File: src/rtl/rdc_map.svh
// Contract
// - Halve the 5 MHz reference by toggling
// - Heterodyne output passes only while gated
// - Halved clock feeds divide-by-100 chain
// - Two toggle stages divide by four
// - Three-bit counters reset after fifth count
// - Cascade two div-5 stages to 25 kHz
// - 2 us strobe per 25 kHz period
// - Two more div-5 stages give 1 kHz
// - 5 kHz stage clocks the 1 kHz stage
// - Active-low 3-4 us strobe per 1 kHz
// - Inverted copy of the 1 kHz strobe
`ifndef RDC_MAP_SVH
`define RDC_MAP_SVH
// ==========================================
// Clock and timing
`define RDC_CLK_MHZ 250
`define RDC_STB25_NS 2000
`define RDC_STB1K_NS 3500
// ==========================================
// Divider layout
`define RDC_DIV4_LAST 2'h3
`define RDC_DIV5_LAST 3'h4
`define RDC_DIV5_ZERO 3'h0
`define RDC_DIV5_MSB 2
`define RDC_STAGES 4
`define RDC_STG_125K 0
`define RDC_STG_25K 1
`define RDC_STG_5K 2
`define RDC_STG_1K 3
`endif

File: src/rtl/rdc_pkg.sv
package rdc_pkg;
  typedef logic [2:0] rdc_div5_t;
  typedef logic [1:0] rdc_div4_t;
endpackage

File: src/rtl/rdc_top.sv
`timescale 1ns/1ps
`include "rdc_map.svh"
module rdc_top #(
  parameter int CNT_W = 10,
  parameter int STB25_CYC = (`RDC_STB25_NS * `RDC_CLK_MHZ + 999) / 1000,
  parameter int STB1K_CYC = (`RDC_STB1K_NS * `RDC_CLK_MHZ + 999) / 1000
) (
  // Clock, reset, enable
  input wire logic clock_in,
  input wire logic arst_n_in,
  input wire logic ce_in,
  // Pins
  input wire logic ref_in,
  input wire logic het_gate_in,
  // Reference outputs
  output logic half_out,
  output logic het_out,
  output logic ref25k_out,
  output logic ref1k_out,
  // Loop strobes
  output logic stb25_out,
  output logic stb1k_n_out,
  output logic stb1k_out
);
  // ==========================================
  // Parameter checks
  // A strobe count must fit the stretch counter and last at least one cycle
  if (STB25_CYC < 1 || STB25_CYC >= (1 << CNT_W)) begin : g_bad_stb25
    $error("STB25_CYC out of range");
  end
  if (STB1K_CYC < 1 || STB1K_CYC >= (1 << CNT_W)) begin : g_bad_stb1k
    $error("STB1K_CYC out of range");
  end

  localparam logic [CNT_W-1:0] STB25_LOAD = CNT_W'(STB25_CYC);
  localparam logic [CNT_W-1:0] STB1K_LOAD = CNT_W'(STB1K_CYC);
  localparam logic [CNT_W-1:0] CNT_ONE = CNT_W'(1);
  localparam logic [CNT_W-1:0] CNT_ZERO = '0;

  function automatic logic div5_last(input rdc_pkg::rdc_div5_t v);
    div5_last = (v == `RDC_DIV5_LAST);
  endfunction

  // ==========================================
  // Input synchronisers
  // Reference is sampled, so the 250 MHz clock must stay well above 10 MHz
  logic ref_s1_r, ref_s2_r, ref_s3_r;
  logic gate_s1_r, gate_s2_r;
  always_ff @(posedge clock_in or negedge arst_n_in) begin
    if (!arst_n_in) begin
      ref_s1_r <= 1'b0;
      ref_s2_r <= 1'b0;
      ref_s3_r <= 1'b0;
      gate_s1_r <= 1'b0;
      gate_s2_r <= 1'b0;
    end else if (ce_in) begin
      ref_s1_r <= ref_in;
      ref_s2_r <= ref_s1_r;
      ref_s3_r <= ref_s2_r;
      gate_s1_r <= het_gate_in;
      gate_s2_r <= gate_s1_r;
    end
  end
  wire ref_tick = ce_in & ref_s2_r & ~ref_s3_r;

  // ==========================================
  // Toggle halver and divide by four
  logic half_r;
  rdc_pkg::rdc_div4_t div4_r;
  wire half_nxt = half_r ^ ref_tick;
  wire half_tick = ref_tick & ~half_r;
  wire tick625 = half_tick & (div4_r == `RDC_DIV4_LAST);
  always_ff @(posedge clock_in or negedge arst_n_in) begin
    if (!arst_n_in) begin
      half_r <= 1'b0;
      div4_r <= '0;
    end else if (ce_in) begin
      half_r <= half_nxt;
      if (half_tick) begin
        div4_r <= div4_r + 2'h1;
      end
    end
  end

  // ==========================================
  // Divide-by-five chain
  rdc_pkg::rdc_div5_t cnt_r [`RDC_STAGES];
  logic [`RDC_STAGES-1:0] stg_en;
  logic [`RDC_STAGES-1:0] stg_wrap;
  assign stg_en[0] = tick625;

  genvar gi;
  generate
    for (gi = 0; gi < `RDC_STAGES; gi++) begin : g_div5
      assign stg_wrap[gi] = stg_en[gi] & div5_last(cnt_r[gi]);
      if (gi > 0) begin : g_link
        assign stg_en[gi] = stg_wrap[gi-1];
      end
      always_ff @(posedge clock_in or negedge arst_n_in) begin
        if (!arst_n_in) begin
          cnt_r[gi] <= `RDC_DIV5_ZERO;
        end else if (ce_in && stg_en[gi]) begin
          cnt_r[gi] <= stg_wrap[gi] ? `RDC_DIV5_ZERO : cnt_r[gi] + 3'h1;
        end
      end

    end
  endgenerate

  // ==========================================
  // Strobe stretchers
  // Width counts clock_in cycles with ce_in high, so a low ce_in stretches the strobes too
  logic [CNT_W-1:0] stb25_cnt_r, stb1k_cnt_r;
  wire load25 = stg_wrap[`RDC_STG_25K];
  wire load1k = stg_wrap[`RDC_STG_1K];
  wire [CNT_W-1:0] stb25_nxt = load25 ? STB25_LOAD :
    (stb25_cnt_r != CNT_ZERO) ? stb25_cnt_r - CNT_ONE : CNT_ZERO;
  wire [CNT_W-1:0] stb1k_nxt = load1k ? STB1K_LOAD :
    (stb1k_cnt_r != CNT_ZERO) ? stb1k_cnt_r - CNT_ONE : CNT_ZERO;
  always_ff @(posedge clock_in or negedge arst_n_in) begin
    if (!arst_n_in) begin
      stb25_cnt_r <= CNT_ZERO;
      stb1k_cnt_r <= CNT_ZERO;
    end else if (ce_in) begin
      stb25_cnt_r <= stb25_nxt;
      stb1k_cnt_r <= stb1k_nxt;
    end
  end

  // ==========================================
  // Registered outputs
  wire het_nxt = half_nxt & gate_s2_r;
  wire stb1k_act = (stb1k_nxt != CNT_ZERO);
  always_ff @(posedge clock_in or negedge arst_n_in) begin
    if (!arst_n_in) begin
      half_out <= 1'b0;
      het_out <= 1'b0;
      ref25k_out <= 1'b0;
      ref1k_out <= 1'b0;
      stb25_out <= 1'b0;
      stb1k_n_out <= 1'b1;
      stb1k_out <= 1'b0;
    end else if (ce_in) begin
      half_out <= half_nxt;
      het_out <= het_nxt;
      ref25k_out <= cnt_r[`RDC_STG_25K][`RDC_DIV5_MSB];
      ref1k_out <= cnt_r[`RDC_STG_1K][`RDC_DIV5_MSB];
      stb25_out <= (stb25_nxt != CNT_ZERO);
      stb1k_n_out <= ~stb1k_act;
      stb1k_out <= stb1k_act;
    end
  end
endmodule

File: config.mk
export PLATFORM = sky130hd
export DESIGN_NAME = rdc_top
export DESIGN_NICKNAME = d
export VERILOG_FILES = /design/src/rtl/rdc_pkg.sv /design/src/rtl/rdc_top.sv
export VERILOG_INCLUDE_DIRS = /design/src /design/src/rtl
export SDC_FILE = /design/constraint.sdc
export NUM_CORES = 1
export LEC_CHECK = 0
export ABC_AREA = 1
export BUFFER_PORTS_ARGS = -buffer_cell sky130_fd_sc_hd__buf_2
export CORE_UTILIZATION = 55
export DETAILED_ROUTE_END_ITERATION = 8
export PLACE_DENSITY = 0.75
export SYNTH_ARGS = -nofsm -noshare
export SYNTH_HDL_FRONTEND = slang
export SYNTH_SLANG_ARGS = --single-unit
File: constraint.sdc
create_clock -name clock_in -period 1.8 [get_ports clock_in]
set_clock_uncertainty 0.2 [all_clocks]
set_input_delay 0.27 -clock clock_in [delete_from_list [all_inputs] [get_ports clock_in]]
set_output_delay 0.27 -clock clock_in [all_outputs]
set_load 0.02 [all_outputs]
Word-level counts from Yosys, hierarchy flattened
Cells that the tools add are included.
Storage, ports and cells
  register bits: 46
  latch bits: 0
  bits in writable memories: 0
  bits in read-only memories: 0
  input port bits: 5
  output and inout bits: 7
  word-level logic and storage cells: 61
  memories kept: 0
Cells by class
  add/sub/neg operators: 7
  multipliers: 0
  div/mod/pow operators: 0
  $lt $le $gt $ge: 0
  equality and inequality tests: 5
  shift-type cells: 0
  multiplexer cells: 8
  bitwise operators: 13
  reductions and logical operators: 9
Operators by type and width (number)
  10-bit 2-to-1 mux: 4
  10-bit nonzero test: 4
  10-bit by 1-bit subtractor with 10-bit output (second input constant): 2
  3-bit by 1-bit adder with 3-bit output (second input constant): 4
  3-bit equality test (second input constant): 4
  3-bit 2-to-1 mux: 4
  1-bit AND: 9
  1-bit logical AND: 4
  1-bit NOT: 3
  2-bit by 1-bit adder with 2-bit output (second input constant): 1
  2-bit equality test (second input constant): 1
  2-bit AND reduction: 1
  1-bit bitwise XOR: 1

Longest topological paths before layout
  depth after elaboration: 11
  gate-level depth with buffers: 15
  gate-level depth less buffers: 13

Least setup slack after synthesis
OpenSTA, ideal clock, no wires.
  kind: input to register
  start: in ce_in
  end: reg stb1k_out
  library setup time: 117 ps
  arrival: 1849 ps
  data required time: 1483 ps
  slack: -366 ps
  stages on the path: 14
  path buffers: 2
  cell sequence: buf_2 clkbuf_1 nand2_1 nor2_1 ha_1 nand2_1 nor2_2 nand4_1 nand3_1 nand2_1 nor2_1 nand3_1 nand2_1 nand2_1
On the way
  longest elaborated chain between the ends: 10
RTL lines
  from (decl): RTL line rdc_top.sv:11  | input wire logic ce_in,
  1-bit AND (2 in a row): RTL line rdc_top.sv:64  | wire ref_tick = ce_in & ref_s2_r & ~ref_s3_r;
  1-bit AND: RTL line rdc_top.sv:71  | wire half_tick = ref_tick & ~half_r;
  1-bit AND: RTL line rdc_top.sv:72  | wire tick625 = half_tick & (div4_r == `RDC_DIV4_LAST);
  1-bit AND (4 in a row): RTL line rdc_top.sv:95  | assign stg_wrap[gi] = stg_en[gi] & div5_last(cnt_r[gi]);
  10-bit 2-to-1 mux: RTL line rdc_top.sv:118  | wire [CNT_W-1:0] stb1k_nxt = load1k ? STB1K_LOAD :
  10-bit nonzero test: RTL line rdc_top.sv:133  | wire stb1k_act = (stb1k_nxt != CNT_ZERO);
  to (signal assigned): RTL line rdc_top.sv:150  | stb1k_out <= stb1k_act;
  to (decl): RTL line rdc_top.sv:23  | output logic stb1k_out
Parallel ways exist; a longest one is shown, timed or not.
A chain may end at the register's enable or synchronous reset.

Worst setup path in the final report
  start: reg stb1k_cnt_r[0]
  end: reg stb1k_n_out
On the way
  longest elaborated chain between the ends: 5
  elaborated cells between the ends (all ways): 6
  those cells by class: 1 x add/sub; 2 x mux; 1 x bitwise; 2 x reduce/logical
RTL lines
  from (decl): RTL line rdc_top.sv:113  | logic [CNT_W-1:0] stb25_cnt_r, stb1k_cnt_r;
  from (signal assigned): RTL line rdc_top.sv:126  | stb1k_cnt_r <= stb1k_nxt;
  10-bit by 1-bit subtractor with 10-bit output / 10-bit nonzero test (equally long branches): RTL line rdc_top.sv:119  | (stb1k_cnt_r != CNT_ZERO) ? stb1k_cnt_r - CNT_ONE : CNT_ZERO;
  10-bit 2-to-1 mux *: RTL line rdc_top.sv:119
  10-bit 2-to-1 mux *: RTL line rdc_top.sv:118
  10-bit nonzero test *: RTL line rdc_top.sv:133
  1-bit NOT *: RTL line rdc_top.sv:149  | stb1k_n_out <= ~stb1k_act;
  to (signal assigned): RTL line rdc_top.sv:149
  to (decl): RTL line rdc_top.sv:22  | output logic stb1k_n_out,
Every way passes the cells marked *; elsewhere a longest branch is shown, timed or not.

==> impl_results.md <==
- DRT iter0 DRCs: 193
- Register Area: 1150 um2
- Hold Crit Start: het_gate_in
- CTS tree: built
- Pin count of the biggest net entering global routing: 31
- Avg WL per Cell: 14.0 um
- Commonest non-fill, non-tap cell in the layout: nand2_1
- Net Sw Frac: 0.374
- Met1 Use GR: 0.353
- Crit path DAT: 1940 ps
- Worst R2R Path Depth: 11
- Failing checks: negative setup slack
- DRC Markers: 0
- Number of max-cap violations: 0
- Vias per Instance: 5.58
- Root Driver: clkbuf_8
- Worst Max-Slew Pin Slew: 434 ps
- Clock power frac: 0.196
- Clock net sink count: 46
- Run status: finished, violations left
- Antenna violations before repair: 0
- Die H: 71.6 um
- Leak: 1.75 nW
- Fmax: 525 MHz
- Chip width: 71.6 um
- Clock Latency Late Sink: 300 ps
- Avg Cell Area, Syn: 7.73 um2
- Flop2flop setup slack: -100 ps
- Stages on worst setup path: 11
- Logic pwr share: 0.377
- Post-route ant nets: 0
- Hold WS: 11.5 ps
- CP max-delay cell: dfrtp_1
- Worst Path Required: 1840 ps
- Worst R2R End: stb1k_n_out
- Input/output buffers: 11
- First-pass GRT wire length: 10600 um
- Worst VDD drop: 0.564 mV
- Final setup viols: 9
- Share of layout cells above drive strength 1: 0.291
- Commonest cells after routing, fill and taps aside: 82 x nand2_1, 45 x dfrtp_1, 37 x inv_1, 36 x buf_4, 29 x nand3_1
- Initial Utilization: 0.592
- Wirelength, routed: 6370 um
- Vias in the first global route: 2441
- Max incr delay on CP: 400 ps
- Sequential area share after synthesis: 0.432
- Period utilization: 1.06
- Syn Nets: 362
- Crit Path Class: reg -> reg
- CP delay by family, top: simple AND/OR/NAND/NOR gates
- Layout net count: 418
- Critical-path cell list: inv_2, ha_4, buf_4, nand2_1, nor2_1, nand2_1, nand3_1, nand2_2, nor2_2, nand4_1, nand2_1
- Hold Path End: gate_s1_r
- Clock Tree Buf Depth: 2
- HP Class: in -> reg
- CP Buf/Inv Count: 2
- Syn Inst Count: 345
- Row cnt: 24
- GR peak layer: met2
- Crit end category: flop
- Clock transition at path regs: 90 ps
- GR Overflow Total: 0
- DR vias: 2532
- Antenna diodes: 0
- RR Startpoint: stb1k_cnt_r[0]
- Min cycle time layout: 1900 ps
- Unrepaired setup endpoints after global routing: yes
- Final Hold Vio Count: 0
- Yosys warnings: 0
- Worst relative slew slack: 0.710
- H-tree levels: 2
- Area grow syn2layout: 26.7%
- Routability cong.: 0.874
- All-Layer GR Usage: 0.263
- Post-Syn Area: 2670 um2
- Cell Pwr Density: 997 nW/um2
- CP max FO: 5
- FILL cells: 329
- Switching power: 1.26 mW
- Drt first pass iters: 8
- Fin util: 0.750
- Flop pwr share: 0.427
- Area occupied by multi-input gates: 1460 um2
- WHS Path Cells: 3
- Core Footprint: 4500 um2
- Most frequent CP cell: nand2_1
- CP Launch Type: flop
- TritonCTS Buffers: 5
- Int Power: 2.11 mW
- M3 GR Usage: 0.0295
- Post-synthesis cell type count: 34
- Ports: 12
- Final worst slack: -104 ps
- Count of final max-slew check failures: 0
- M2 GR Usage: 0.444
- Number of synthesized register bits: 46
- Hpwl dp: 4280 um
- Die Area: 5130 um2
registers in the layout, summed over array words and instances, names as in the netlist:
| register | flops |
|---|---|
| half_out | 1 |
| stb25_cnt_r | 10 |
| div4_r | 2 |
| stb1k_cnt_r | 10 |
| ref25k_out | 1 |
| gate_s2_r | 1 |
| stb1k_n_out | 1 |
| ref1k_out | 1 |
| ref_s1_r | 1 |
| cnt_r | 12 |
| gate_s1_r | 1 |
| ref_s2_r | 1 |
| stb25_out | 1 |
| ref_s3_r | 1 |
| het_out | 1 |
| stb1k_out | 1 |
worst max-delay path by stage:
| stage | start | to |
|---|---|---|
| after floorplan | ce_in | stb1k_out |
| after global placement | ce_in | stb1k_n_out |
| after detailed placement | ce_in | cnt_r[1] |
| after CTS | stb1k_cnt_r[1] | stb1k_out |
| after global routing | ref_s2_r | stb1k_n_out |
| final | stb1k_cnt_r[0] | stb1k_n_out |
power by group through the flow:
stage,clock [mW],sequential [mW],combinational (mW)
6_report,0.661,1.44,1.27
5_1_grt,0.710,1.47,1.42
4_1_cts,0.674,1.43,1.22
3_5_place_dp,0,1.44,1.15
3_3_place_gp,0,1.44,1.13
2_1_floorplan,0,1.42,0.753
timing repair:
action                                  4_1_cts  5_1_grt
endpoints found under the setup margin       19       20
pin swaps                                    16       11
buffers inserted                              5        6
cloned                                        1        0
hold buffers                                  2        0
hold endpoints to repair                     16        0
resized for setup                            20       26
routing by layer:
| layer | routed length, um | vias to the layer above | part of all wire |
|---|---|---|---|
| li1 | - | 1227 | - |
| met1 | 2780 | 1202 | 0.44 |
| met2 | 3200 | 95 | 0.50 |
| met3 | 307 | 8 | 0.048 |
| met4 | 83 | 0 | 0.013 |
| met5 | 0 | - | 0 |
worst reg2reg max path, stage by stage, from the launching register on:
cell and delay, ps:
dfrtp_1 400, inv_2 80, ha_4 140, buf_4 140, nand2_1 70, nor2_1 230, nand2_1 100, nand3_1 90
nand2_2 60, nor2_2 110, nand4_1 100, nand2_1 90
synthesized netlist by cell type:
| library cell | count | share of area |
|---|---|---|
| nand2_1 | 88 | 0.12 |
| dfrtp_1 | 45 | 0.42 |
| inv_1 | 42 | 0.059 |
| nor2_1 | 36 | 0.051 |
| nand3_1 | 31 | 0.058 |
| o21ai_0 | 26 | 0.049 |
| ha_1 | 12 | 0.056 |
| a22oi_1 | 8 | 0.023 |
| nand4_1 | 7 | 0.016 |
| nand2_2 | 5 | 0.012 |
| nor2_2 | 5 | 0.012 |
| clkbuf_1 | 4 | 0.0056 |
| inv_2 | 4 | 0.0056 |
| nand3_2 | 3 | 0.011 |
| xnor2_1 | 3 | 0.0099 |
| xor2_1 | 3 | 0.0099 |
| a21oi_1 | 2 | 0.0038 |
| buf_2 | 2 | 0.0038 |
| nor2_4 | 2 | 0.0084 |
| o22ai_1 | 2 | 0.0047 |
| or2_2 | 2 | 0.0047 |
| a21oi_4 | 1 | 0.0061 |
| a31oi_1 | 1 | 0.0023 |
| and3_1 | 1 | 0.0023 |
| buf_6 | 1 | 0.0042 |
| dfstp_2 | 1 | 0.0099 |
| mux2_2 | 1 | 0.0042 |
| nand2_4 | 1 | 0.0042 |
| nand3b_1 | 1 | 0.0028 |
| nor3_1 | 1 | 0.0019 |
| nor3_2 | 1 | 0.0038 |
| o21a_1 | 1 | 0.0028 |
| o31ai_1 | 1 | 0.0028 |
| o41ai_1 | 1 | 0.0033 |
stage by stage:
step | power (mW) | instances | TNS (ps) | area (um2) | setup WS, ps
2_1_floorplan | 2.17 | 345 | -1200 | 2710 | -193
3_3_place_gp | 2.57 | 434 | -450 | 3050 | -75.3
3_5_place_dp | 2.59 | 434 | -1420 | 3050 | -154
4_1_cts | 3.32 | 450 | -154 | 3270 | -87.6
5_1_grt | 3.60 | 454 | -2420 | 3380 | -218
6_report | 3.37 | 454 | -353 | 3380 | -104
cell type report:
class	instances	area share
sequential	46	0.341
inverter	46	0.0526
clock inverter	1	0.00148
tap	52	0.0193
clock buffer	7	0.0256
multi-input combinational	247	0.432
timing repair buffer	55	0.127
kinds of logic (layout without fill, tap and decap cells):
family,Yosys count,after routing,share of synthesized area
mux,1,1,0.00422
compound gates,43,43,0.0971
flops,46,46,0.432
simple gates,184,185,0.312
fa+ha+maj,12,12,0.0563
xor+xnor,6,6,0.0197
buf+inv,53,109,0.0784
Note: power is estimated with default switching activity, not from simulation.
